`src/logic/rvm_pkg.sv`:
```
package rvm_pkg;

    // vector numbers and counts
    localparam int unsigned NUM_VECTORS   = 38;
    localparam int unsigned NUM_SOURCES   = 37;           // vectors 2..38
    localparam int unsigned ADDR_W        = 20;           // word address width

    // program word addresses
    localparam logic [19:0] RESET_ADDR    = 20'h00000;
    localparam logic [19:0] VEC_STRIDE    = 20'h00002;
    localparam logic [19:0] VEC_FIRST     = 20'h00002;
    localparam logic [19:0] BOOT_ADDR_DEF = 20'hf0000;    // plain default, parameter overrides

    // reserved vector numbers as a mask over vectors 2..38 (bit i = vector i+2)
    localparam logic [36:0] RESERVED_MASK = 37'h06_1180_0700;

    // fuse encoding
    localparam logic        FUSE_PROGRAMMED = 1'b0;

    // reset values
    localparam logic [19:0] ADDR_RST      = 20'h00000;
    localparam logic [5:0]  VNUM_RST      = 6'h00;

    typedef struct packed {
        logic        valid;
        logic [5:0]  vec_num;
        logic [19:0] addr;
    } rvm_vector_s;

    typedef enum logic [1:0] {
        RVM_RUN   = 2'b01,
        RVM_RESET = 2'b10
    } rvm_state_e;

endpackage : rvm_pkg

```
`src/logic/rvm_vector_mapper.sv`:
```
`timescale 1ns/1ps
module rvm_vector_mapper #(
    parameter logic [19:0] BOOT_RESET_ADDR = rvm_pkg::BOOT_ADDR_DEF
) (
    input  wire logic                 core_clk,
    input  wire logic                 reset,
    input  wire logic                 boot_reset_fuse,
    input  wire logic                 vector_table_select,
    input  wire logic [36:0]          irq_pending,
    input  wire logic [36:0]          irq_enable,
    input  wire logic                 global_irq_enable,
    input  wire logic                 vector_taken,
    output rvm_pkg::rvm_vector_s      vector_out,
    output logic                      reset_entry,
    output logic [19:0]               reset_vector
);
    // irq_pending bit i is vector i+2:
    // 0..3 ext_request_0..3, 4..6 pin_change_req_0..2, 7 watchdog_timeout_irq,
    // 11..14 counter1, 15..17 counter0, 18 spi_done, 19..21 serial,
    // 22 supply_monitor, 25 two_wire, 26 flash_store_ready, 27 keyboard,
    // 29 fast_spi, 30/31 usb, 32 smart_card, 35 card_presence, 36 pin_change_req_3

    function automatic logic [19:0] vec_addr(input logic [5:0] n, input logic sel);
        logic [19:0] base;
        base = {13'h0000, n - 6'h01, 1'b0};
        vec_addr = sel ? base + BOOT_RESET_ADDR : base;
    endfunction : vec_addr

    // the fuse is a static strap but still arrives from outside the clock domain
    logic        fuse_s1_q;
    logic        fuse_s2_q;
    logic        sel_s1_q;
    logic        sel_s2_q;
    rvm_pkg::rvm_state_e state_q;
    rvm_pkg::rvm_state_e state_d;

    always_ff @(posedge core_clk) begin
        fuse_s1_q <= boot_reset_fuse;
        fuse_s2_q <= fuse_s1_q;
        sel_s1_q  <= vector_table_select;
        sel_s2_q  <= sel_s1_q;
    end

    // sources armed by their own enable and the global one
    wire logic [36:0] armed = irq_pending & irq_enable & {37{global_irq_enable}};

    // one slice per source group; reserved slots are tied off below, not masked
    wire logic [3:0]  ext_live      = armed[3:0];
    wire logic [3:0]  pin_chg_live  = {armed[36], armed[6:4]};
    wire logic        wdog_live     = armed[7];
    wire logic [3:0]  cnt1_live     = armed[14:11];
    wire logic [2:0]  cnt0_live     = armed[17:15];
    wire logic [3:0]  serial_live   = armed[21:18];
    wire logic [2:0]  sys_live      = {armed[26:25], armed[22]};
    wire logic [1:0]  fast_live     = {armed[29], armed[27]};
    wire logic [3:0]  usb_card_live = {armed[35], armed[32:30]};

    // a stray request on a reserved slot has no wire into the encoder at all
    wire logic [36:0] live = {pin_chg_live[3], usb_card_live[3], 2'h0, usb_card_live[2:0],
                              fast_live[1], 1'h0, fast_live[0], sys_live[2:1], 2'h0, sys_live[0],
                              serial_live, cnt0_live, cnt1_live, 3'h0, wdog_live,
                              pin_chg_live[2:0], ext_live};

    // priority encode: lowest vector number first
    logic [5:0] win_num;
    logic       win_any;
    always_comb begin
        win_num = 6'h00;
        win_any = 1'b0;
        for (int i = 36; i >= 0; i--) begin
            if (live[i]) begin
                win_num = 6'(i + 2);
                win_any = 1'b1;
            end
        end
    end

    wire logic [19:0] rst_target = (fuse_s2_q == rvm_pkg::FUSE_PROGRAMMED) ? BOOT_RESET_ADDR
                                                                          : rvm_pkg::RESET_ADDR;

    always_comb begin
        state_d = rvm_pkg::RVM_RUN;
        unique case (state_q)
            rvm_pkg::RVM_RESET: state_d = rvm_pkg::RVM_RUN;
            rvm_pkg::RVM_RUN:   state_d = rvm_pkg::RVM_RUN;
            default:            state_d = rvm_pkg::RVM_RUN;
        endcase
    end

    always_ff @(posedge core_clk) begin
        if (reset) begin
            state_q      <= rvm_pkg::RVM_RESET;
            vector_out   <= '0;
            reset_vector <= rvm_pkg::ADDR_RST;
        end else begin
            state_q      <= state_d;
            reset_vector <= rst_target;
            if (vector_taken && vector_out.valid) begin
                vector_out.valid <= 1'b0;
            end else begin
                vector_out.valid   <= win_any;
                vector_out.vec_num <= win_any ? win_num : rvm_pkg::VNUM_RST;
                vector_out.addr    <= win_any ? vec_addr(win_num, sel_s2_q) : rvm_pkg::ADDR_RST;
            end
        end
    end

    // one-cycle marker after reset release: reset_vector still holds ADDR_RST here and takes the fetch start address on the next edge
    assign reset_entry = (state_q == rvm_pkg::RVM_RESET) && !reset;
endmodule : rvm_vector_mapper

```
`config.mk`:
```
export PLATFORM = sky130hd
export DESIGN_NAME = rvm_vector_mapper
export DESIGN_NICKNAME = d
export VERILOG_FILES = /design/src/logic/rvm_pkg.sv /design/src/logic/rvm_vector_mapper.sv
export SDC_FILE = /design/constraint.sdc
export NUM_CORES = 1
export LEC_CHECK = 0
export BUFFER_PORTS_ARGS = -buffer_cell sky130_fd_sc_hd__buf_2
export CORE_MARGIN = 2
export CORE_UTILIZATION = 39
export DETAILED_ROUTE_END_ITERATION = 8
export PLACE_DENSITY = 0.81
export RECOVER_POWER = 25
export SYNTH_ARGS = -nofsm -noshare
export SYNTH_HDL_FRONTEND = slang
export SYNTH_SLANG_ARGS = --single-unit
```
`constraint.sdc`:
```
create_clock -name core_clk -period 2.4 [get_ports core_clk]
set_input_delay 0.48 -clock core_clk [delete_from_list [all_inputs] [get_ports core_clk]]
set_output_delay 0.48 -clock core_clk [all_outputs]
set_load 0.02 [all_outputs]
```
# After elaboration in Yosys (flattened, before gate mapping)
# Cells that the tools add are included.
# op_classes
n_bitwise	2
eq_ne	1
n_reduce_logical	4
n_addsub	2
mux	63
# op_table
operator	count
6-bit two-way mux	30
37-bit AND	2
20-bit two-way mux	3
1-bit two-way mux	29
8-bit by 17-bit adder with 18-bit output, second input constant	1
6-bit by 1-bit subtractor with 6-bit output, second input constant	1
2-bit == test, second input constant	1
1-bit logical AND	2
2-bit two-way mux	1
2-bit OR reduction	1
1-bit logical NOT	1
# totals
elab_cells	81
register_bits	53

# Depth between registers and ports, before layout
# logic_depth
depth_word	35
ltp_mapped	12

# Worst setup path after synthesis
# Ideal clock, no wire load.
# synth_timing
path_kind	input port to flip-flop
start	input global_irq_enable
end	register vector_out[5] (netlist bit)
required_time_ps	2283
n_path_buf	1
slack_ps	183
path_stages	12
t_arrival_ps	2100
cell_sequence	buf_2 inv_2 nor2_1 o2111a_1 o21ai_1 a32oi_1 inv_1 ha_1 inv_1 a211oi_2 xnor2_1 a22o_1
# synth_via
elab_chain_cells	34
word_cells_on_any_way	63
classes_between	2 x add/sub; 60 x mux; 1 x bitwise
# synth_rtl
element	line	text
from (decl)	rvm_vector_mapper.sv:11	input wire logic global_irq_enable,
37-bit AND (*)	rvm_vector_mapper.sv:45	wire logic [36:0] armed = irq_pending & irq_enable & {37{global_irq_enable}};
6-bit two-way mux (29 in a row)	rvm_vector_mapper.sv:71	if (live[i]) begin
6-bit by 1-bit subtractor with 6-bit output	rvm_vector_mapper.sv:25	base = {13'h0000, n - 6'h01, 1'b0};
8-bit by 17-bit adder with 18-bit output	rvm_vector_mapper.sv:26	vec_addr = sel ? base + BOOT_RESET_ADDR : base;
20-bit two-way mux	rvm_vector_mapper.sv:26	
20-bit two-way mux (*)	rvm_vector_mapper.sv:103	vector_out.addr <= win_any ? vec_addr(win_num, sel_s2_q) : rvm_pkg::ADDR_RST;
to (decl)	rvm_vector_mapper.sv:13	output rvm_pkg::rvm_vector_s vector_out,
# Mark *: on every way between the ends. The rest lies on a longest branch, timed or not.
# A chain may end at the register's enable or synchronous reset.

# Worst setup path after layout
# layout_timing
start	input irq_pending[35]
end	register vector_out[5] (netlist bit)
# layout_via
elab_chain_cells	34
word_cells_on_any_way	62
classes_between	2 x add/sub; 58 x mux; 2 x bitwise
# layout_rtl
element	line	text
from (decl)	rvm_vector_mapper.sv:9	input wire logic [36:0] irq_pending,
37-bit AND (*) (2 in a row)	rvm_vector_mapper.sv:45	
6-bit two-way mux (28 in a row)	rvm_vector_mapper.sv:71	
6-bit by 1-bit subtractor with 6-bit output	rvm_vector_mapper.sv:25	
8-bit by 17-bit adder with 18-bit output	rvm_vector_mapper.sv:26	
20-bit two-way mux	rvm_vector_mapper.sv:26	
20-bit two-way mux (*)	rvm_vector_mapper.sv:103	
# Marks and branches as above.

==> impl_metrics.tcl <==
set metrics [dict create \
    rrSetupSlack_ps 1000 \
    overflow 0 \
    cp_max_fo 3 \
    core-area_um2 3720 \
    slew_headroom_pct 52.9 \
    irDropWorstVdd_mv 0.246 \
    end_kind "flop" \
    synth_edf_count 0 \
    hold_path_class "in -> reg" \
    ctsLongestPathBuffers 2 \
    wl_per_cell_um 11.2 \
    hold_buffers 0 \
    drc_errors 0 \
    report.final.hold_viol_count 0 \
    crit_type "in -> reg" \
    layout-drive-gt1-share_pct 35.0 \
    dpl.cell_count 324 \
    setup_viol 0 \
    die-width_um 66.5 \
    p_per_area_nw_per_um2 509 \
    rsz0062_at_grt "false" \
    timing.final.crit_share_pct 91.2 \
    crit_start "irq_pending[35]" \
    gp_congestion 0.805 \
    fillers 383 \
    htree_num_levels 1 \
    arrival_ps 2340 \
    crit_end "vector_out[5]$_SDFFE_PP0N_" \
    via_count 1630 \
    yosys_warnings 0 \
    r2r_end "vector_out[4]$_SDFFE_PP0N_" \
    wirelength_um 3670 \
    drv_cap 0 \
    async_reset_ff_share_pct 0 \
    die_area_um2 4430 \
    antenna_left 0 \
    port_buffers 85 \
    drtIter0Drc 74 \
    ys_types 42 \
    grt_first_pass_wirelength_um 5720 \
    worstMarginPinSlew_ps 704 \
    fin_nets 362 \
    syn_area_um2 1530 \
    grt_max_degree 12 \
    p_leak_nw 0.975 \
    ys_ff_latch 21 \
    rows 22 \
    ios 128 \
    synth_ff_type "dfxtp_1" \
    drtPass1Iterations 4 \
    path_clk_slew_ps 70 \
    cts_setup_buffers 0 \
    worstSkewPairLatency_ps 250 \
    cts_tree "done" \
    syn-mean-instance-area_um2 7.86 \
    regToRegStartpoint "vector_out[26]$_SDFF_PP0_" \
    fin_cells 328 \
    place_area_um2 1900 \
    fin_area_um2 1940 \
    clk_root_buffer_cell "clkbuf_8" \
    period_needed_ps 2190 \
    worst-r2r-cell-count 5 \
    diodes 0 \
    areaGrowthSynthToFinish_pct 27.4 \
    timing.fmax_ghz 0.457 \
    ys_seq_area_share_pct 27.6 \
    crit_required_ps 2550 \
    slew_viol_final 0 \
    post_drt_via_cell_ratio 4.97 \
    syn_inst 194 \
    finClkSkew_ps 0.709 \
    antenna_found_initial 0 \
    hpwl_um 3120 \
    cts.sinks 21 \
    status "finished clean" \
    cts_resized 0 \
    die_h_um 66.5 \
    grt_usage_pct 16.2 \
    start_kind "input port" \
    cts_buffers 3 \
    grt_pass1_vias 1418 \
    start_util_pct 41.0 \
]
power by group:
part	internal [mW]	switching, mW
Combinational	0.150	0.223
Clock	0.118	0.103
Sequential	0.380	0.0151
layout make-up:
cell class / count / area, um2 / area share, %
Multi-Input combinational cell: 157 / 922 / 47.5
Timing Repair Buffer: 92 / 473 / 24.3
Sequential cell: 21 / 420 / 21.6
Tap cell: 48 / 60.1 / 3.09
Clock buffer: 4 / 45.0 / 2.32
Inverter: 6 / 22.5 / 1.16
registers in the layout (all words and copies together) (netlist names):
register,cells
vector_out,14
sel_s2_q,1
reset_vector,1
sel_s1_q,1
fuse_s2_q,1
fuse_s1_q,1
state_q,2
cell usage after synthesis, types with 4 or more instances:
| cell | count | area [um2] |
|---|---|---|
| o21ai_1 | 9 | 45.0 |
| nand2_1 | 35 | 131 |
| buf_4 | 32 | 240 |
| a22o_1 | 10 | 87.6 |
| dfxtp_1 | 21 | 420 |
| a22oi_1 | 6 | 45.0 |
| inv_1 | 4 | 15.0 |
| nand3_1 | 7 | 35.0 |
| a32oi_1 | 5 | 43.8 |
| a21oi_1 | 7 | 35.0 |
| nor2_1 | 8 | 30.0 |
| and2_1 | 4 | 25.0 |
per-layer routing:
| layer | wire, um | vias up | share of wire (%) | GRT usage, % |
|---|---|---|---|---|
| li1 | - | 828 | - | - |
| met5 | 0 | - | 0 | 0 |
| met3 | 251 | 0 | 6.8 | 3.04 |
| met1 | 1630 | 735 | 45 | 19.8 |
| met4 | 0 | 0 | 0 | 3.06 |
| met2 | 1780 | 67 | 49 | 29.6 |
cell families after synthesis:
group / after synthesis / share of synthesized area [%]
adders and majority gates: 1 / 0.820
AOI/OAI and AO/OA: 63 / 32.6
buffers and inverters: 41 / 18.1
and+or+nand+nor: 65 / 19.4
DFF: 21 / 27.6
other: 1 / 0.246
xor gates and xnor gates: 2 / 1.15
how the worst min path moves through the flow:
stage / startpoint / endpoint / slack [ps] / cells after the start
after CTS: boot_reset_fuse / fuse_s1_q$_DFF_P_ / 320 / 1
after floorplan: fuse_s1_q$_DFF_P_ / fuse_s2_q$_DFF_P_ / 310 / 0
after detailed placement: fuse_s1_q$_DFF_P_ / fuse_s2_q$_DFF_P_ / 310 / 0
final: boot_reset_fuse / fuse_s1_q$_DFF_P_ / 320 / 1
after global routing: vector_table_select / sel_s1_q$_DFF_P_ / 310 / 1
after global placement: sel_s1_q$_DFF_P_ / sel_s2_q$_DFF_P_ / 310 / 0
critical path, cell delays in order:
cell	delay, ps
buf_2	100
nand2_1	50
a32o_1	250
a222oi_1	260
o211ai_1	170
a31o_1	260
inv_1	80
ha_1	140
inv_1	60
a211oi_2	200
xnor2_1	100
a22o_1	200
layout by cell type, fill, tap and decap left out, types with 5 or more instances in the layout:
cell type / n
dfxtp_1: 21
nor2_1: 8
conb_1: 26
a21oi_1: 7
nand2_1: 35
buf_4: 7
clkbuf_1: 5
buf_2: 81
a32oi_1: 5
a22oi_1: 6
a22o_1: 10
o21ai_1: 9
nand3_1: 7
per-stage QoR:
step / TNS, ps / setup slack (ps) / hold WS [ps] / utilization, % / power (mW)
floorplan: 0 / 183 / 310 / - / 0.670
global placement: -28.2 / -28.2 / 311 / 51.2 / 0.770
detailed placement: -73.6 / -73.6 / 315 / 51.2 / 0.777
CTS: 0 / 187 / 319 / 52.4 / 0.997
global route: 0 / 61.1 / 309 / 52.3 / 1.05
finish: 0 / 211 / 321 / 52.3 / 0.988
Power figures use the tool's default switching activity.
